**config.mk**
```make
export PLATFORM = sky130hd
export DESIGN_NAME = hps_port_select
export DESIGN_NICKNAME = d
export VERILOG_FILES = /design/src/rtl/hps_pkg.sv /design/src/rtl/hps_sync.sv /design/src/rtl/hps_port_select.sv
export SDC_FILE = /design/constraint.sdc
export NUM_CORES = 1
export LEC_CHECK = 0
export ABC_AREA = 0
export BUFFER_PORTS_ARGS = -buffer_cell sky130_fd_sc_hd__buf_2
export CAP_MARGIN = 20
export CORE_ASPECT_RATIO = 1.2
export CORE_MARGIN = 3
export CORE_UTILIZATION = 62
export DETAILED_ROUTE_END_ITERATION = 8
export GPL_TIMING_DRIVEN = 0
export PLACE_DENSITY = 0.82
export SLEW_MARGIN = 25
export SYNTH_ARGS = -nofsm -noshare
export SYNTH_HDL_FRONTEND = slang
export SYNTH_SLANG_ARGS = --single-unit
```
**constraint.sdc**
```tcl
create_clock -name clk -period 2.9 [get_ports clk]
set_input_delay 0.145 -clock clk [delete_from_list [all_inputs] [get_ports clk]]
set_output_delay 0.145 -clock clk [all_outputs]
set_load 0.01 [all_outputs]
```
**src/rtl/hps_pkg.sv**
```systemverilog
// Constants and types for the hot-plug port select block
// Behaviour
// Both sink hot-plug lows: low power, switched outputs off, circuitry shut down.
// One sink hot-plug rising from both-low selects that input's port.
// Both sink hot-plug inputs high: priority input picks the port.
// Low-power control low: select port, repeat hot-plug, keep link I/O off.
// Low-power control high: leave low power, enable link I/O, repeat hot-plug.
// Selected port low pulses repeat to source with equal width, small delay.
// Lone input low past unplug time counts as unplug, enter low power.
// Both high, selected low past unplug time: switch to other port.
// Priority port selected: non-priority hot-plug activity ignored.
// Priority port rising while other selected forces source output low.
// Priority input low pulse during forced low restarts the timer.
// Forced low done: switch to priority port, then follow its input.
// Never select a low port; priority ignored with one input high.
// Both high, priority change: settle pause, then forced low and switch.
// Unplug simulation time lies between 170 and 400 ms.
// Priority settle pause lies between 2 and 4.7 ms.
// Low pulses of at least 100 ns are repeated.
// Timing counts the clock; power-up in low power, no port selected.
package hps_pkg;
  localparam int CLK_MHZ = 200;
  // Unplug time taken as 200 ms, inside its window
  localparam int UNPLUG_SIM_TIME_MS = 200;
  localparam int UNPLUG_SIM_CYCLES = UNPLUG_SIM_TIME_MS * 1000 * CLK_MHZ;
  // Settle pause taken as 3 ms, inside its window
  localparam int PRIORITY_SETTLE_TIME_US = 3000;
  localparam int PRIORITY_SETTLE_CYCLES = PRIORITY_SETTLE_TIME_US * CLK_MHZ;
  localparam int MIN_REPEAT_PULSE_TIME_NS = 100;
  localparam int MIN_REPEAT_PULSE_CYCLES = (MIN_REPEAT_PULSE_TIME_NS * CLK_MHZ + 999) / 1000;
  localparam int TMR_W = 32;

  typedef enum logic [4:0] {
    HPS_IDLE = 5'h01,
    HPS_RUN = 5'h02,
    HPS_SETTLE = 5'h04,
    HPS_FORCE = 5'h08,
    HPS_LOST = 5'h10
  } hps_state_e;

  typedef struct packed {
    logic port_one;
    logic port_two;
  } hps_hpd_s;

  typedef struct packed {
    logic sel_valid;
    logic sel_two;
    logic link_en;
    logic active;
  } hps_stat_s;
endpackage : hps_pkg

```
**src/rtl/hps_sync.sv**
```systemverilog
// Two-flop synchroniser for a bundle of pin inputs
`timescale 1ns/1ps
`default_nettype none
module hps_sync #(
  parameter int W = 4
) (
  // Clock and reset
  input wire logic clk,
  input wire logic rst_n,
  input wire logic ce,
  // Data
  input wire logic [W-1:0] d,
  output logic [W-1:0] q
);
  if (W < 1) begin : g_cfg
    $error("hps_sync: width must be at least one");
  end

  logic [W-1:0] meta_ff;
  logic [W-1:0] q_ff;
  logic [W-1:0] nxt_meta;
  logic [W-1:0] nxt_q;

  always_comb begin
    nxt_meta = ce ? d : meta_ff;
    nxt_q = ce ? meta_ff : q_ff;
  end

  always_ff @(posedge clk or negedge rst_n) begin
    if (!rst_n) begin
      meta_ff <= '0;
      q_ff <= '0;
    end else begin
      meta_ff <= nxt_meta;
      q_ff <= nxt_q;
    end
  end

  assign q = q_ff;
endmodule : hps_sync
`default_nettype wire

```
**src/rtl/hps_port_select.sv**
```systemverilog
// Hot-plug port selection and repeating for a one-to-two link switch
`timescale 1ns/1ps
`default_nettype none
module hps_port_select
  import hps_pkg::*;
#(
  parameter int UNPLUG_CYCLES = UNPLUG_SIM_CYCLES,
  parameter int SETTLE_CYCLES = PRIORITY_SETTLE_CYCLES
) (
  // Clock, reset, enable
  input wire logic clk,
  input wire logic rst_n,
  input wire logic ce,
  // Pins
  input wire hps_hpd_s sink_hotplug,
  input wire logic priority_two,
  input wire logic low_power_control,
  // Source hot-plug out
  output logic src_hotplug,
  output logic src_hotplug_oe,
  // Link enables
  output logic link_en_one,
  output logic link_en_two,
  output logic core_awake,
  // Status
  output var hps_stat_s status
);
  // Settle pause must be shorter than the unplug time
  if (UNPLUG_CYCLES < 2 || SETTLE_CYCLES < 1 || SETTLE_CYCLES >= UNPLUG_CYCLES) begin : g_cfg
    $error("hps_port_select: timer counts unusable");
  end

  logic [3:0] pins;
  logic h1, h2, pri, lpc;

  // Pins cross into clk here; no logic below reads a raw pin
  hps_sync #(.W(4)) u_sync (
    .clk(clk),
    .rst_n(rst_n),
    .ce(ce),
    .d({sink_hotplug.port_one, sink_hotplug.port_two, priority_two, low_power_control}),
    .q(pins)
  );

  // Bit order follows the concatenation into the synchroniser
  assign h1 = pins[3];
  assign h2 = pins[2];
  assign pri = pins[1];
  assign lpc = pins[0];

  // State, port choice and timers
  hps_state_e state_ff, nxt_state;
  logic sel_two_ff, nxt_sel_two;
  logic [TMR_W-1:0] tmr_ff, nxt_tmr;
  // Priority port low time while forcing; a long low keeps the old port
  logic [TMR_W-1:0] plow_ff, nxt_plow;
  logic pri_ff, nxt_pri;
  logic h1_d_ff, h2_d_ff;
  logic src_ff, nxt_src;
  logic oe_ff, nxt_oe;
  logic en1_ff, en2_ff, awake_ff, nxt_en1, nxt_en2, nxt_awake;
  hps_stat_s stat_ff, nxt_stat;

  // Level of port two when two is set, else port one
  function automatic logic hpd_of(input logic two, input logic a, input logic b);
    hpd_of = two ? b : a;
  endfunction : hpd_of

  // Priority port rise, against last cycle's levels
  logic sel_hpd, oth_hpd, pri_hpd, pri_rise;
  always_comb begin
    sel_hpd = hpd_of(sel_two_ff, h1, h2);
    oth_hpd = hpd_of(!sel_two_ff, h1, h2);
    pri_hpd = hpd_of(pri, h1, h2);
    pri_rise = pri_hpd && !hpd_of(pri, h1_d_ff, h2_d_ff);
  end

  always_comb begin
    nxt_state = state_ff;
    nxt_sel_two = sel_two_ff;
    nxt_tmr = tmr_ff;
    nxt_pri = pri;
    nxt_plow = '0;
    case (state_ff)
      HPS_IDLE: begin
        nxt_tmr = '0;
        // Both up at once: priority decides
        if (h1 && h2) begin
          nxt_sel_two = pri;
          nxt_state = HPS_RUN;
        end else if (h1 || h2) begin
          nxt_sel_two = h2;
          nxt_state = HPS_RUN;
        end
      end
      HPS_RUN: begin
        nxt_tmr = '0;
        // First low cycle already counts toward the unplug time
        if (!sel_hpd) begin
          nxt_tmr = TMR_W'(1);
          nxt_state = HPS_LOST;
        end else if (oth_hpd && (pri != pri_ff)) begin
          nxt_state = HPS_SETTLE;
        end else if (oth_hpd && (sel_two_ff != pri) && pri_rise) begin
          nxt_state = HPS_FORCE;
        end

      end
      HPS_SETTLE: begin
        nxt_tmr = tmr_ff + TMR_W'(1);
        // Each priority change restarts the pause, so glitches die here
        if (pri != pri_ff) begin
          nxt_tmr = '0;
        end else if (!(h1 && h2)) begin
          nxt_tmr = '0;
          nxt_state = HPS_RUN;
        end else if (tmr_ff >= TMR_W'(SETTLE_CYCLES - 1)) begin
          nxt_tmr = '0;
          nxt_state = (sel_two_ff != pri) ? HPS_FORCE : HPS_RUN;
        end
      end
      HPS_FORCE: begin
        // Old port stays selected while the source sees a long low
        nxt_tmr = tmr_ff + TMR_W'(1);
        if (!pri_hpd) begin
          nxt_tmr = '0;
          nxt_plow = plow_ff + TMR_W'(1);
          if (!sel_hpd) begin
            nxt_state = HPS_LOST;
          end else if (plow_ff >= TMR_W'(UNPLUG_CYCLES - 1)) begin
            // Priority port unplugged, not pulsing: else the force never ends
            nxt_state = HPS_RUN;
          end
        end else if (tmr_ff >= TMR_W'(UNPLUG_CYCLES - 1)) begin
          nxt_tmr = '0;
          nxt_sel_two = pri;
          nxt_state = HPS_RUN;
        end
      end
      HPS_LOST: begin
        // Short lows come back to run; long ones unplug or move
        nxt_tmr = tmr_ff + TMR_W'(1);
        if (sel_hpd) begin
          nxt_tmr = '0;
          nxt_state = HPS_RUN;
        end else if (tmr_ff >= TMR_W'(UNPLUG_CYCLES - 1)) begin
          nxt_tmr = '0;
          // Other port still up: move to it instead of sleeping
          if (oth_hpd) begin
            nxt_sel_two = !sel_two_ff;
            nxt_state = HPS_RUN;
          end else begin
            nxt_state = HPS_IDLE;
          end
        end
      end
      default: begin
        nxt_state = HPS_IDLE;
      end
    endcase
  end

  // Outputs decode the next state so they land with it
  always_comb begin
    nxt_oe = (nxt_state != HPS_IDLE);
    nxt_src = 1'b0;
    if (nxt_state == HPS_RUN || nxt_state == HPS_SETTLE || nxt_state == HPS_LOST) begin
      nxt_src = hpd_of(nxt_sel_two, h1, h2);
    end
    // Link I/O only when allowed out of low power; one port at a time
    nxt_awake = nxt_oe && lpc;
    nxt_en1 = nxt_awake && !nxt_sel_two;
    nxt_en2 = nxt_awake && nxt_sel_two;
    nxt_stat.sel_valid = nxt_oe;
    nxt_stat.sel_two = nxt_sel_two && nxt_oe;
    nxt_stat.link_en = nxt_awake;
    nxt_stat.active = (nxt_state != HPS_IDLE) && (nxt_state != HPS_LOST);
  end

  // Everything freezes while ce is low
  always_ff @(posedge clk or negedge rst_n) begin
    if (!rst_n) begin
      state_ff <= HPS_IDLE;
      sel_two_ff <= 1'b0;
      tmr_ff <= '0;
      pri_ff <= 1'b0;
      h1_d_ff <= 1'b0;
      h2_d_ff <= 1'b0;
      src_ff <= 1'b0;
      oe_ff <= 1'b0;
      en1_ff <= 1'b0;
      en2_ff <= 1'b0;
      awake_ff <= 1'b0;
      stat_ff <= '0;
      plow_ff <= '0;
    end else if (ce) begin
      state_ff <= nxt_state;
      sel_two_ff <= nxt_sel_two;
      tmr_ff <= nxt_tmr;
      pri_ff <= nxt_pri;
      h1_d_ff <= h1;
      h2_d_ff <= h2;
      src_ff <= nxt_src;
      oe_ff <= nxt_oe;
      en1_ff <= nxt_en1;
      en2_ff <= nxt_en2;
      awake_ff <= nxt_awake;
      stat_ff <= nxt_stat;
      plow_ff <= nxt_plow;
    end
  end

  // Every output straight from a flop
  assign src_hotplug = src_ff;
  assign src_hotplug_oe = oe_ff;
  assign link_en_one = en1_ff;
  assign link_en_two = en2_ff;
  assign core_awake = awake_ff;
  assign status = stat_ff;
endmodule : hps_port_select
`default_nettype wire

```
==> flow_summary.html, run 1 <==
<table>
<tr><th>Metric</th><th>Value</th></tr>
<tr><th colspan="2">STA</th></tr>
<tr><td>Setup TNS Final</td><td>0 ns</td></tr>
<tr><td>Setup-failing EPs final</td><td>0</td></tr>
<tr><td>Normalized max-slew margin</td><td>42.09%</td></tr>
<tr><td>Post-layout min period</td><td>2.775 ns</td></tr>
<tr><td>Setup repair after global routing missed its margin</td><td>no</td></tr>
<tr><td>Peak clock frequency supported by timing</td><td>360.4 MHz</td></tr>
<tr><td>Ratio of final minimum period to clock period</td><td>95.69%</td></tr>
<tr><td>Number of hold violations in the final report</td><td>0</td></tr>
<tr><td>Worst hold slack</td><td>0.02484 ns</td></tr>
<tr><td>Worst clock skew on the final layout</td><td>0.009746 ns</td></tr>
<tr><td>Setup slack after layout</td><td>0.1251 ns</td></tr>
<tr><td>Slew at the pin closest to its max-slew limit</td><td>0.8629 ns</td></tr>
<tr><td>Final-report max-slew violation count</td><td>0</td></tr>
<tr><th colspan="2">Route</th></tr>
<tr><td>Routed via count</td><td>4522</td></tr>
<tr><td>Drc violations</td><td>0</td></tr>
<tr><td>Drt initial violations</td><td>308</td></tr>
<tr><td>Routed length per instance</td><td>17.80 um</td></tr>
<tr><td>Iteration count of the initial detailed-routing pass</td><td>5</td></tr>
<tr><td>Mean number of vias per cell</td><td>6.544</td></tr>
<tr><td>Remaining antenna violation count</td><td>0</td></tr>
<tr><td>WL final</td><td>12300 um</td></tr>
<tr><th colspan="2">Power and ir drop</th></tr>
<tr><td>Leakage power figure</td><td>2.359 nW</td></tr>
<tr><td>Overall Power</td><td>3.279 mW</td></tr>
<tr><td>PD cells</td><td>590.6 nW/um^2</td></tr>
<tr><td>Maximum ir drop on the vdd rail</td><td>378.1 uV</td></tr>
<tr><th colspan="2">Die</th></tr>
<tr><td>Die Area</td><td>9236 um^2</td></tr>
<tr><td>Starting Density</td><td>64.54%</td></tr>
<tr><td>Height of the chip</td><td>104.7 um</td></tr>
<tr><td>Number of placed I/O pins</td><td>16</td></tr>
<tr><td>Die X</td><td>88.23 um</td></tr>
<tr><td>Standard-cell row count</td><td>35</td></tr>
<tr><td>Area of the core</td><td>7795 um^2</td></tr>
<tr><th colspan="2">Setup path</th></tr>
<tr><td>Slowest library cell on the worst path</td><td>sky130_fd_sc_hd__nor4_1</td></tr>
<tr><td>Crit. End Element</td><td>register</td></tr>
<tr><td>Worst EP arrival</td><td>3.06 ns</td></tr>
<tr><td>Setup slack of the worst register-to-register path</td><td>0.13 ns</td></tr>
<tr><td>Largest fanout of any net on the critical path</td><td>10</td></tr>
<tr><td>Cell-by-cell trace of the critical path</td><td>buf_2, nor4_1, and2_1, a22o_1, a31oi_1, nor2_2, buf_2, a21oi_1, nor2_1</td></tr>
<tr><td>Path type of the worst setup path</td><td>register to register</td></tr>
<tr><td>Crit path top cell by count</td><td>sky130_fd_sc_hd__buf_2</td></tr>
<tr><td>Startpoint kind of the worst setup timing path</td><td>register</td></tr>
<tr><td>Delay contributed by the slowest stage of the critical path</td><td>0.52 ns</td></tr>
<tr><td>Data required, critical path</td><td>3.19 ns</td></tr>
<tr><th colspan="2">Logic synthesis</th></tr>
<tr><td>Proportion of synthesized flip-flops having asynchronous set or reset</td><td>100.0%</td></tr>
<tr><td>Share of synthesized area occupied by flip-flops and latches</td><td>43.80%</td></tr>
<tr><td>Synth Warn #</td><td>0</td></tr>
<tr><td>Net count after synthesis</td><td>574</td></tr>
<tr><td>Combined area of all synthesized cells</td><td>5031 um^2</td></tr>
<tr><td>Mean instance size in the synthesized netlist</td><td>8.905 um^2</td></tr>
<tr><td>Most frequently used flop master after synthesis</td><td>sky130_fd_sc_hd__dfrtp_1</td></tr>
<tr><td>EDFF count, synth</td><td>0</td></tr>
<tr><td>Synthesis-stage register bit count</td><td>88</td></tr>
<tr><td>Count of unique library cells instantiated by Yosys</td><td>68</td></tr>
<tr><td>Post-synthesis instance total</td><td>565</td></tr>
<tr><th colspan="2">Placement</th></tr>
<tr><td>DP Cell Count</td><td>673</td></tr>
<tr><td>Number of I/O port buffers</td><td>15</td></tr>
<tr><td>Worst setup slack before clock tree synthesis</td><td>0.08329 ns</td></tr>
<tr><td>Area post-placement</td><td>5255 um^2</td></tr>
<tr><td>Gp weighted congestion</td><td>0.9563</td></tr>
<tr><td>Estimated wirelength of the detail-placed design</td><td>8778 um</td></tr>
<tr><th colspan="2">Finish</th></tr>
<tr><td>Area grow syn2layout</td><td>10.35%</td></tr>
<tr><td>Post-layout instance area</td><td>5552 um^2</td></tr>
<tr><td>Number of diodes added for antenna fixing</td><td>0</td></tr>
<tr><td>Core utilization of the finished layout</td><td>71.22%</td></tr>
<tr><td>Final non-filler cell total</td><td>691</td></tr>
<tr><td>Fraction of final layout cells with drive strength greater than 1</td><td>11.35%</td></tr>
<tr><td>Net count of the finished layout</td><td>603</td></tr>
<tr><th colspan="2">GRT</th></tr>
<tr><td>Number of antenna violations at the first check in global routing</td><td>0</td></tr>
<tr><td>Global-route wire length before repair</td><td>20950 um</td></tr>
<tr><td>Overflow left after global routing</td><td>0</td></tr>
<tr><td>Maximum number of pins on one net before global-route repair</td><td>47</td></tr>
<tr><td>GR Util All Layers</td><td>28.59%</td></tr>
<tr><td>Via count of the first global-routing pass</td><td>4406</td></tr>
<tr><th colspan="2">Clocking</th></tr>
<tr><td>Total clock buffers created by CTS</td><td>9</td></tr>
<tr><td>Clock latency at the later pin of the worst-skew pair</td><td>0.36 ns</td></tr>
<tr><td>Post-CTS setup buffer count</td><td>0</td></tr>
<tr><td>Clock slew at the register clock pins of the worst setup and hold paths</td><td>0.08 ns</td></tr>
<tr><td>Clock Path Buffers</td><td>2</td></tr>
<tr><td>Clock Root Buffer</td><td>sky130_fd_sc_hd__clkbuf_8</td></tr>
<tr><td>Clock sink total</td><td>88</td></tr>
<tr><td>H-Tree Level Count</td><td>3</td></tr>
<tr><td>CTS tree</td><td>done</td></tr>
<tr><th colspan="2">Outcome</th></tr>
<tr><td>Outcome</td><td>finished clean</td></tr>
<tr><th colspan="2">Flow run</th></tr>
<tr><td>Number of max-capacitance violations reported</td><td>0</td></tr>
<tr><th colspan="2">Worst hold path</th></tr>
<tr><td>Type of the worst min-delay path</td><td>input port to register</td></tr>
</table>
==> routing by layer <==
| layer | GRT usage (%) | vias to the layer above | part of all wire, % |
|---|---|---|---|
| li1 | - | 2125 | - |
| met1 | 37.28 | 2221 | 42 |
| met2 | 45.56 | 141 | 49 |
| met3 | 5.126 | 35 | 5.7 |
| met4 | 13.39 | 0 | 3.4 |
| met5 | 0 | - | 0 |
==> cell usage after synthesis, types with 3 or more instances <==
cell type	count	area (um^2)
sky130_fd_sc_hd__a211o_1	3	26.28
sky130_fd_sc_hd__a211oi_1	3	22.52
sky130_fd_sc_hd__a21o_1	5	37.54
sky130_fd_sc_hd__a21oi_1	24	120.1
sky130_fd_sc_hd__a22o_1	5	43.79
sky130_fd_sc_hd__a31o_2	4	35.03
sky130_fd_sc_hd__a31oi_1	13	81.33
sky130_fd_sc_hd__and2_1	10	62.56
sky130_fd_sc_hd__and3_1	9	56.30
sky130_fd_sc_hd__and4_1	3	26.28
sky130_fd_sc_hd__buf_2	3	15.01
sky130_fd_sc_hd__clkbuf_1	20	75.07
sky130_fd_sc_hd__dfrtp_1	87	2177
sky130_fd_sc_hd__inv_1	11	41.29
sky130_fd_sc_hd__mux2_2	10	112.6
sky130_fd_sc_hd__mux2i_1	3	30.03
sky130_fd_sc_hd__nand2_1	66	247.7
sky130_fd_sc_hd__nand3_1	29	145.1
sky130_fd_sc_hd__nand3b_1	3	22.52
sky130_fd_sc_hd__nand4_1	15	93.84
sky130_fd_sc_hd__nor2_1	67	251.5
sky130_fd_sc_hd__nor2b_1	6	37.54
sky130_fd_sc_hd__nor3_1	17	85.08
sky130_fd_sc_hd__nor3b_1	3	22.52
sky130_fd_sc_hd__nor4_1	8	50.05
sky130_fd_sc_hd__o211ai_1	3	22.52
sky130_fd_sc_hd__o21a_1	4	30.03
sky130_fd_sc_hd__o21ai_0	27	135.1
sky130_fd_sc_hd__o21ai_1	8	40.04
sky130_fd_sc_hd__o2bb2ai_1	4	35.03
sky130_fd_sc_hd__o311a_1	6	60.06
sky130_fd_sc_hd__o31ai_1	14	105.1
sky130_fd_sc_hd__or3_1	3	18.77
sky130_fd_sc_hd__or4_1	3	22.52
sky130_fd_sc_hd__xnor2_1	10	87.58
sky130_fd_sc_hd__xor2_1	14	122.6
==> area by class of cell <==
class / instances / area [um^2]
Fill cell: 597 / 2243
Multi-Input combinational cell: 438 / 2684
Timing Repair Buffer: 19 / 138.9
Clock inverter: 4 / 98.84
Inverter: 12 / 45.04
Buffer: 26 / 111.4
Tap cell: 92 / 115.1
Clock buffer: 12 / 155.1
Sequential cell: 88 / 2203
==> repair_timing <==
item,4_1_cts,5_1_grt
endpoints found under the setup margin,0,25
gates resized for setup,0,7
hold buffers,3,0
hold endpoints to repair,43,0
==> state kept, by name, indices dropped and copies added, names as in the netlist, 4 cells and up <==
signal and flops:
plow_ff 32, u_sync.meta_ff 4, tmr_ff 32, u_sync.q 4, state_ff 5, status 4
==> layout by cell type, fill, tap and decap left out, drive strengths merged, types with 4 or more instances in the layout <==
master,netlist,routed
nand4,15,15
nor2,68,68
o2bb2ai,4,4
o21a,4,4
o311a,6,6
a31oi,13,13
inv,12,13
o31ai,14,14
a21o,5,5
clkbuf,20,31
dfrtp,87,87
and3,9,9
nand3,29,29
nor2b,6,6
o21ai,35,35
xor2,14,14
buf,7,23
nand2,66,66
a22o,5,5
mux2,10,10
a31o,5,5
a211oi,4,4
a21oi,24,24
nor4,10,10
or3,4,4
nor3,18,18
and2,12,12
xnor2,10,10
==> path summary, 6_finish.rpt <==
check,start,to,cells after the start
min,low_power_control,u_sync.meta_ff[0]$_DFFE_PN0P_,2
max in group asynchronous,rst_n,plow_ff[0]$_DFFE_PN0P_,3
min in group asynchronous,rst_n,tmr_ff[16]$_DFFE_PN0P_,2
max,state_ff[1]$_DFFE_PN0P_,tmr_ff[23]$_DFFE_PN0P_,9
min reg2reg,plow_ff[8]$_DFFE_PN0P_,plow_ff[8]$_DFFE_PN0P_,1
max reg2reg,state_ff[1]$_DFFE_PN0P_,tmr_ff[23]$_DFFE_PN0P_,9
==> worst max-delay path: cells and delay by family, from the launching register on <==
family / cells / cell delay, ns
AOI/OAI and AO/OA: 3 / 0.49
buffers and inverters: 2 / 0.52
and+or+nand+nor: 4 / 1.33
DFF: 1 / 0.36
==> power breakdown <==
group,switching (mW),internal [mW]
clock,0.438,0.623
combinational,0.497,0.305
sequential,0.0920,1.32
==> logic make-up (layout without fill, tap and decap cells) <==
family          after synthesis  count (layout)  synth area share (%)
compound gates              143             143                 20.05
buf+inv                      39              73                 3.133
xor+xnor                     24              24                 4.178
mux                          13              13                 2.835
simple gates                256             256                 25.52
fa+ha+maj                     2               2                0.4973
flops                        88              88                 43.80
Note: power is estimated with default switching activity, not from simulation.
==> inputs of run 2 (changes only) <==
Settings changed: BUFFER_PORTS_ARGS -buffer_cell sky130_fd_sc_hd__buf_2 to default, CORE_UTILIZATION 62 to 63, DONT_BUFFER_PORTS from default to 1, PLACE_DENSITY 0.82 to 0.81.
==> flow_summary.html, run 2 (synthesis results as in run 1) <==
<table>
<tr><th>Metric</th><th>Value</th></tr>
<tr><th colspan="2">Power and ir drop</th></tr>
<tr><td>Leakage power figure</td><td>2.261 nW (-4.2%)</td></tr>
<tr><td>PD cells</td><td>558.8 nW/um^2 (-5.4%)</td></tr>
<tr><td>Overall Power</td><td>3.038 mW (-7.3%)</td></tr>
<tr><td>Maximum ir drop on the vdd rail</td><td>509.9 uV (+35%)</td></tr>
<tr><th colspan="2">Setup path</th></tr>
<tr><td>Delay contributed by the slowest stage of the critical path</td><td>0.63 ns (+0.11 ns)</td></tr>
<tr><td>Crit path top cell by count</td><td>sky130_fd_sc_hd__buf_2</td></tr>
<tr><td>Startpoint kind of the worst setup timing path</td><td>register</td></tr>
<tr><td>Worst r2r src</td><td>state_ff[1]$_DFFE_PN0P_</td></tr>
<tr><td>Data required, critical path</td><td>3.19 ns (about the same)</td></tr>
<tr><td>CP Buf/Inv Count</td><td>2 (unchanged)</td></tr>
<tr><td>Path type of the worst setup path</td><td>register to register</td></tr>
<tr><td>Cell-by-cell trace of the critical path</td><td>buf_2, nor4_1, and2_1, a22o_1, a31oi_1, nor2_4, buf_2, a21oi_1, nor2_1</td></tr>
<tr><td>Largest fanout of any net on the critical path</td><td>10 (unchanged)</td></tr>
<tr><td>Timing startpoint of the critical path</td><td>state_ff[1]$_DFFE_PN0P_</td></tr>
<tr><td>Worst EP arrival</td><td>3.05 ns (about the same)</td></tr>
<tr><td>Crit. End Element</td><td>register</td></tr>
<tr><td>Slowest library cell on the worst path</td><td>sky130_fd_sc_hd__nor4_1</td></tr>
<tr><td>Crit path max-delay family</td><td>simple AND/OR/NAND/NOR gates</td></tr>
<tr><th colspan="2">Clocking</th></tr>
<tr><td>CTS tree</td><td>done</td></tr>
<tr><td>Clock Path Buffers</td><td>2 (unchanged)</td></tr>
<tr><td>H-Tree Level Count</td><td>3 (unchanged)</td></tr>
<tr><td>Total clock buffers created by CTS</td><td>9 (unchanged)</td></tr>
<tr><td>Clock latency at the later pin of the worst-skew pair</td><td>0.37 ns (about the same)</td></tr>
<tr><td>Clock slew at the register clock pins of the worst setup and hold paths</td><td>0.08 ns (about the same)</td></tr>
<tr><td>Clock Root Buffer</td><td>sky130_fd_sc_hd__clkbuf_8</td></tr>
<tr><td>Post-CTS setup buffer count</td><td>0 (unchanged)</td></tr>
<tr><td>Clock sink total</td><td>88 (unchanged)</td></tr>
<tr><th colspan="2">Finish</th></tr>
<tr><td>Net count of the finished layout</td><td>591 (-2.0%)</td></tr>
<tr><td>Fraction of final layout cells with drive strength greater than 1</td><td>8.518% (-2.8 points)</td></tr>
<tr><td>Final non-filler cell total</td><td>679 (-1.7%)</td></tr>
<tr><td>Largest registers</td><td>plow_ff x32, tmr_ff x32, state_ff x5</td></tr>
<tr><td>Fillcell total</td><td>581 (-2.7%)</td></tr>
<tr><td>Top library cells by usage in the layout, fill and taps aside</td><td>sky130_fd_sc_hd__dfrtp_1 (87), sky130_fd_sc_hd__nor2_1 (67), sky130_fd_sc_hd__nand2_1 (66)</td></tr>
<tr><td>Number of diodes added for antenna fixing</td><td>0 (unchanged)</td></tr>
<tr><td>Area grow syn2layout</td><td>8.058%</td></tr>
<tr><td>Most common library cell in the layout ignoring fill and taps</td><td>sky130_fd_sc_hd__dfrtp_1</td></tr>
<tr><th colspan="2">STA</th></tr>
<tr><td>Final-report max-slew violation count</td><td>0 (unchanged)</td></tr>
<tr><td>Slew at the pin closest to its max-slew limit</td><td>0.7925 ns (-0.07044 ns)</td></tr>
<tr><td>Setup-failing EPs final</td><td>0 (unchanged)</td></tr>
<tr><td>Number of hold violations in the final report</td><td>0 (unchanged)</td></tr>
<tr><td>Normalized max-slew margin</td><td>46.81% (+4.7 points)</td></tr>
<tr><td>Post-layout min period</td><td>2.757 ns (-0.01821 ns)</td></tr>
<tr><td>Worst hold slack</td><td>0.1223 ns (+0.09744 ns)</td></tr>
<tr><td>Setup repair after global routing missed its margin</td><td>no</td></tr>
<tr><td>Ratio of final minimum period to clock period</td><td>95.06% (-0.63 points)</td></tr>
<tr><td>Peak clock frequency supported by timing</td><td>362.7 MHz (+0.66%)</td></tr>
<tr><td>Worst clock skew on the final layout</td><td>0.009548 ns (-0.0001979 ns)</td></tr>
<tr><td>Setup TNS Final</td><td>0 ns (unchanged)</td></tr>
<tr><th colspan="2">Worst hold path</th></tr>
<tr><td>Type of the worst min-delay path</td><td>input port to register</td></tr>
<tr><td>Hold path startpoint</td><td>ce</td></tr>
<tr><th colspan="2">Die</th></tr>
<tr><td>Height of the chip</td><td>103.9 um (-0.75%)</td></tr>
<tr><td>Starting Density</td><td>65.28% (+0.73 points)</td></tr>
<tr><td>Die X</td><td>87.58 um (-0.74%)</td></tr>
<tr><td>Area of the core</td><td>7707 um^2 (-1.1%)</td></tr>
<tr><td>Standard-cell row count</td><td>35 (unchanged)</td></tr>
<tr><td>Number of placed I/O pins</td><td>16 (unchanged)</td></tr>
<tr><td>Die Area</td><td>9098 um^2 (-1.5%)</td></tr>
<tr><th colspan="2">GRT</th></tr>
<tr><td>Overflow left after global routing</td><td>0 (unchanged)</td></tr>
<tr><td>Global-route wire length before repair</td><td>20580 um (-1.8%)</td></tr>
<tr><td>Number of antenna violations at the first check in global routing</td><td>0 (unchanged)</td></tr>
<tr><td>GR Util All Layers</td><td>28.39% (-0.20 points)</td></tr>
<tr><td>Maximum number of pins on one net before global-route repair</td><td>89 (+89%)</td></tr>
<tr><td>Via count of the first global-routing pass</td><td>4361 (-1.0%)</td></tr>
<tr><th colspan="2">Flow run</th></tr>
<tr><td>Number of max-capacitance violations reported</td><td>0 (unchanged)</td></tr>
<tr><th colspan="2">Route</th></tr>
<tr><td>Routed via count</td><td>4536 (+0.31%)</td></tr>
<tr><td>WL final</td><td>12230 um (-0.57%)</td></tr>
<tr><td>Mean number of vias per cell</td><td>6.680 (+2.1%)</td></tr>
<tr><td>Remaining antenna violation count</td><td>0 (unchanged)</td></tr>
<tr><td>Routed length per instance</td><td>18.01 um (+1.2%)</td></tr>
<tr><td>Drt initial violations</td><td>427 (+39%)</td></tr>
<tr><td>Drc violations</td><td>0 (unchanged)</td></tr>
<tr><td>Iteration count of the initial detailed-routing pass</td><td>6 (+1)</td></tr>
<tr><th colspan="2">Placement</th></tr>
<tr><td>Estimated wirelength of the detail-placed design</td><td>8563 um (-2.4%)</td></tr>
<tr><td>Gp weighted congestion</td><td>1.010 (+5.6%)</td></tr>
<tr><td>DP Cell Count</td><td>657 (-2.4%)</td></tr>
<tr><td>Number of I/O port buffers</td><td>0 (-15)</td></tr>
<tr><th colspan="2">Outcome</th></tr>
<tr><td>Outcome</td><td>finished clean</td></tr>
</table>
## run 2: final timing paths
check / endpoint / cells past startpoint / slack [ns]
worst min-delay path: plow_ff[5]$_DFFE_PN0P_ / 4 / 0.12
worst min register to register: plow_ff[8]$_DFFE_PN0P_ / 1 / 0.49
min in group asynchronous: tmr_ff[15]$_DFFE_PN0P_ / 2 / 0.36
max in group asynchronous: state_ff[0]$_DFFE_PN1P_ / 2 / 2.17
worst max-delay path: tmr_ff[23]$_DFFE_PN0P_ / 9 / 0.14
worst max register to register: tmr_ff[23]$_DFFE_PN0P_ / 9 / 0.14
## run 2: report_power, final
| part | internal, mW | switching [mW] | total, mW |
|---|---|---|---|
| sequential | 1.32 | 0.116 | 1.44 |
| clock | 0.424 | 0.440 | 0.864 |
| combinational | 0.273 | 0.462 | 0.736 |
## run 2: tightest hold or removal path, cell delays in order
cell                      delay, ns
sky130_fd_sc_hd__nand3_1       0.07
sky130_fd_sc_hd__nor2_1        0.06
sky130_fd_sc_hd__xnor2_1       0.13
sky130_fd_sc_hd__nor2_1        0.04
## run 2: routing by layer
| metal | wire length [um] | part of all wire [%] | track usage (%) | vias up |
|---|---|---|---|---|
| met1 | 5022 | 41 | 36.80 | 2195 |
| met4 | 441 | 3.6 | 15.02 | 0 |
| met3 | 791 | 6.5 | 4.992 | 46 |
| met2 | 5975 | 49 | 44.77 | 196 |
| met5 | 0 | 0 | 0 | - |
| li1 | - | - | - | 2099 |
## run 2: what timing repair did
| action | CTS | global route |
|---|---|---|
| endpoints found under the hold margin | 92 | 0 |
| hold buffers | 6 | 0 |
| endpoints found under the setup margin | 0 | 25 |
| resized for setup | 0 | 5 |
## run 2: final cells by class
cell class / instances / area [um^2] / share of cell area (%)
buffer: 27 / 113.9 / 2.094
clock buffer: 12 / 145.1 / 2.670
clock inverter: 4 / 53.80 / 0.9896
inverter: 12 / 45.04 / 0.8285
multi-input combinational: 438 / 2683 / 49.34
sequential: 88 / 2203 / 40.53
tap: 92 / 115.1 / 2.117
timing repair buffer: 6 / 77.57 / 1.427
## run 2: metrics by stage
step	cell area, um^2	util, %	setup WS, ns
floorplan	5031	-	0.6317
CTS	5423	70.36	0.04514
global route	5436	70.54	0.02244
global placement	5146	66.77	0.1505
detailed placement	5146	66.77	0.1105
finish	5436	70.54	0.1433
==> inputs of run 3 (changes only) <==
Settings changed: ABC_AREA 0 to default, REMOVE_ABC_BUFFERS from default to 1.
==> flow_summary.html, run 3 (synthesis results as in run 1) <==
<table>
<tr><th>Metric</th><th>Value</th></tr>
<tr><th colspan="2">Clocking</th></tr>
<tr><td>Clock sink total</td><td>88 (unchanged)</td></tr>
<tr><td>Total clock buffers created by CTS</td><td>9 (unchanged)</td></tr>
<tr><td>Clock slew at the register clock pins of the worst setup and hold paths</td><td>0.09 ns (about the same)</td></tr>
<tr><td>Clock latency at the later pin of the worst-skew pair</td><td>0.37 ns (about the same)</td></tr>
<tr><td>H-Tree Level Count</td><td>3 (unchanged)</td></tr>
<tr><td>CTS tree</td><td>done</td></tr>
<tr><td>Clock Path Buffers</td><td>2 (unchanged)</td></tr>
<tr><td>Clock Root Buffer</td><td>sky130_fd_sc_hd__clkbuf_8</td></tr>
<tr><th colspan="2">STA</th></tr>
<tr><td>Peak clock frequency supported by timing</td><td>369.7 MHz (+1.9%)</td></tr>
<tr><td>Setup TNS Final</td><td>0 ns (unchanged)</td></tr>
<tr><td>Slew at the pin closest to its max-slew limit</td><td>0.8838 ns (+0.09135 ns)</td></tr>
<tr><td>Setup repair after global routing missed its margin</td><td>no</td></tr>
<tr><td>Number of hold violations in the final report</td><td>0 (unchanged)</td></tr>
<tr><td>Ratio of final minimum period to clock period</td><td>93.28% (-1.8 points)</td></tr>
<tr><td>Post-layout min period</td><td>2.705 ns (-0.05159 ns)</td></tr>
<tr><td>Setup-failing EPs final</td><td>0 (unchanged)</td></tr>
<tr><td>Worst clock skew on the final layout</td><td>0.01144 ns (+0.001889 ns)</td></tr>
<tr><td>Final-report max-slew violation count</td><td>0 (unchanged)</td></tr>
<tr><td>Normalized max-slew margin</td><td>41.01% (-5.8 points)</td></tr>
<tr><th colspan="2">Route</th></tr>
<tr><td>Remaining antenna violation count</td><td>0 (unchanged)</td></tr>
<tr><td>Drt initial violations</td><td>262 (-39%)</td></tr>
<tr><td>Drc violations</td><td>0 (unchanged)</td></tr>
<tr><td>Iteration count of the initial detailed-routing pass</td><td>5 (-1)</td></tr>
<tr><td>Routed length per instance</td><td>17.16 um (-4.7%)</td></tr>
<tr><td>Mean number of vias per cell</td><td>6.479 (-3.0%)</td></tr>
<tr><td>WL final</td><td>11270 um (-7.8%)</td></tr>
<tr><td>Routed via count</td><td>4257 (-6.2%)</td></tr>
<tr><th colspan="2">Setup path</th></tr>
<tr><td>Path type of the worst setup path</td><td>register to register</td></tr>
<tr><td>Cell-by-cell trace of the critical path</td><td>and2_4, or3_4, a31oi_1, a31oi_1, a2111oi_4, mux2i_1, a211oi_2</td></tr>
<tr><td>Delay contributed by the slowest stage of the critical path</td><td>0.53 ns (-0.10 ns)</td></tr>
<tr><td>CP Buf/Inv Count</td><td>0 (-2)</td></tr>
<tr><td>Crit path max-delay family</td><td>compound AO/OA/AOI/OAI gates</td></tr>
<tr><td>Slowest library cell on the worst path</td><td>sky130_fd_sc_hd__a31oi_1</td></tr>
<tr><td>Worst EP arrival</td><td>2.95 ns (-0.10 ns)</td></tr>
<tr><td>Crit path top cell by count</td><td>sky130_fd_sc_hd__a31oi_1</td></tr>
<tr><td>Crit. End Element</td><td>register</td></tr>
<tr><td>Startpoint kind of the worst setup timing path</td><td>register</td></tr>
<tr><td>Data required, critical path</td><td>3.14 ns (-0.05 ns)</td></tr>
<tr><td>Largest fanout of any net on the critical path</td><td>6 (-4)</td></tr>
<tr><th colspan="2">Flow run</th></tr>
<tr><td>Number of max-capacitance violations reported</td><td>0 (unchanged)</td></tr>
<tr><th colspan="2">GRT</th></tr>
<tr><td>Via count of the first global-routing pass</td><td>4123 (-5.5%)</td></tr>
<tr><td>Overflow left after global routing</td><td>0 (unchanged)</td></tr>
<tr><td>GR Util All Layers</td><td>26.31% (-2.1 points)</td></tr>
<tr><td>Global-route wire length before repair</td><td>19290 um (-6.3%)</td></tr>
<tr><td>Number of antenna violations at the first check in global routing</td><td>0 (unchanged)</td></tr>
<tr><td>Maximum number of pins on one net before global-route repair</td><td>89 (unchanged)</td></tr>
<tr><th colspan="2">Finish</th></tr>
<tr><td>Fraction of final layout cells with drive strength greater than 1</td><td>9.558% (+1.0 points)</td></tr>
<tr><td>Core utilization of the finished layout</td><td>69.76% (-0.78 points)</td></tr>
<tr><td>Number of diodes added for antenna fixing</td><td>0 (unchanged)</td></tr>
<tr><td>Largest registers</td><td>plow_ff x32, tmr_ff x32, state_ff x5</td></tr>
<tr><td>Fillcell total</td><td>609 (+4.8%)</td></tr>
<tr><td>Area grow syn2layout</td><td>6.864%</td></tr>
<tr><td>Top library cells by usage in the layout, fill and taps aside</td><td>sky130_fd_sc_hd__dfrtp_1 (87), sky130_fd_sc_hd__nand2_1 (66), sky130_fd_sc_hd__nor2_1 (66)</td></tr>
<tr><td>Final non-filler cell total</td><td>657 (-3.2%)</td></tr>
<tr><td>Net count of the finished layout</td><td>569 (-3.7%)</td></tr>
<tr><td>Most common library cell in the layout ignoring fill and taps</td><td>sky130_fd_sc_hd__dfrtp_1</td></tr>
<tr><th colspan="2">Worst hold path</th></tr>
<tr><td>Type of the worst min-delay path</td><td>input port to register</td></tr>
<tr><th colspan="2">Power and ir drop</th></tr>
<tr><td>Leakage power figure</td><td>2.229 nW (-1.4%)</td></tr>
<tr><td>Maximum ir drop on the vdd rail</td><td>347.1 uV (-32%)</td></tr>
<tr><td>PD cells</td><td>540.3 nW/um^2 (-3.3%)</td></tr>
<tr><td>Overall Power</td><td>2.905 mW (-4.4%)</td></tr>
<tr><th colspan="2">Die</th></tr>
<tr><td>Area of the core</td><td>7707 um^2 (unchanged)</td></tr>
<tr><td>Standard-cell row count</td><td>35 (unchanged)</td></tr>
<tr><td>Number of placed I/O pins</td><td>16 (unchanged)</td></tr>
<tr><td>Die X</td><td>87.58 um (unchanged)</td></tr>
<tr><td>Die Area</td><td>9098 um^2 (unchanged)</td></tr>
<tr><td>Starting Density</td><td>65.28% (unchanged)</td></tr>
<tr><td>Height of the chip</td><td>103.9 um (unchanged)</td></tr>
<tr><th colspan="2">Placement</th></tr>
<tr><td>Estimated wirelength of the detail-placed design</td><td>7561 um (-12%)</td></tr>
<tr><td>Number of I/O port buffers</td><td>0 (unchanged)</td></tr>
<tr><td>Gp weighted congestion</td><td>0.9174 (-9.1%)</td></tr>
<tr><td>DP Cell Count</td><td>631 (-4.0%)</td></tr>
<tr><th colspan="2">Outcome</th></tr>
<tr><td>Outcome</td><td>finished clean</td></tr>
</table>
==> run 3: changes by cell type in the layout (fill, tap and decap cells not counted), sizes merged <==
cell,delta
clkbuf,-22
buf,-2
clkinv,+2
bufinv,-1
clkinvlp,+1
==> run 3: report_power, final <==
group	leakage [nW]	total, mW	switching [mW]	internal (mW)
combinational	0.954	0.635	0.373	0.262
sequential	1.19	1.49	0.167	1.32
clock	0.0845	0.782	0.447	0.335
total	2.23	2.91	0.986	1.92
==> run 3: worst min-delay path, cell delays in order <==
cell,delay [ns]
sky130_fd_sc_hd__a31o_2,0.12
sky130_fd_sc_hd__nand2_1,0.04
sky130_fd_sc_hd__o31ai_1,0.05
==> run 3: per-stage QoR <==
stage / hold WS (ns) / setup WS [ns] / instance area (um^2)
global placement: -0.1478 / -0.3139 / 5034
detailed placement: -0.1480 / -0.1210 / 5060
finish: 0.02858 / 0.1949 / 5376
floorplan: -0.1506 / 0.4449 / 4918
global route: 0.05436 / 0.02585 / 5376
CTS: 0.02020 / 0.07593 / 5345
==> run 3: path summary, 6_finish.rpt <==
kind | cells after the start | slack [ns] | endpoint | from
min in group asynchronous | 2 | 0.31 | tmr_ff[24]$_DFFE_PN0P_ | rst_n
worst min register to register | 2 | 0.49 | u_sync.q[0]$_DFFE_PN0P_ | u_sync.meta_ff[0]$_DFFE_PN0P_
worst min-delay path | 3 | 0.03 | tmr_ff[3]$_DFFE_PN0P_ | ce
worst max-delay path | 7 | 0.19 | src_hotplug$_DFFE_PN0P_ | tmr_ff[21]$_DFFE_PN0P_
worst max register to register | 7 | 0.19 | src_hotplug$_DFFE_PN0P_ | tmr_ff[21]$_DFFE_PN0P_
max in group asynchronous | 2 | 2.19 | plow_ff[19]$_DFFE_PN0P_ | rst_n
==> run 3: per-layer routing <==
metal	vias to the layer above	track usage, %	part of all wire [%]
li1	2062	-	-
met1	2073	34.27	43
met2	101	42.67	50
met3	21	3.645	3.7
met4	0	12.39	2.4
met5	-	0	0
==> run 3: final cells by class <==
cell class / instances / area, um^2 / share of cell area [%]
Clock buffer: 10 / 137.6 / 2.560
Clock inverter: 6 / 45.04 / 0.8378
Inverter: 12 / 45.04 / 0.8378
Multi-Input combinational cell: 438 / 2699 / 50.20
Sequential cell: 88 / 2203 / 40.98
Tap cell: 92 / 115.1 / 2.141
Timing Repair Buffer: 11 / 131.4 / 2.444
==> run 3: repair_timing <==
item	4_1_cts	5_1_grt
hold buffers	7	0
gates resized for setup	1	3
endpoints found under the setup margin	14	22
hold endpoints to repair	115	0
setup buffers	0	3
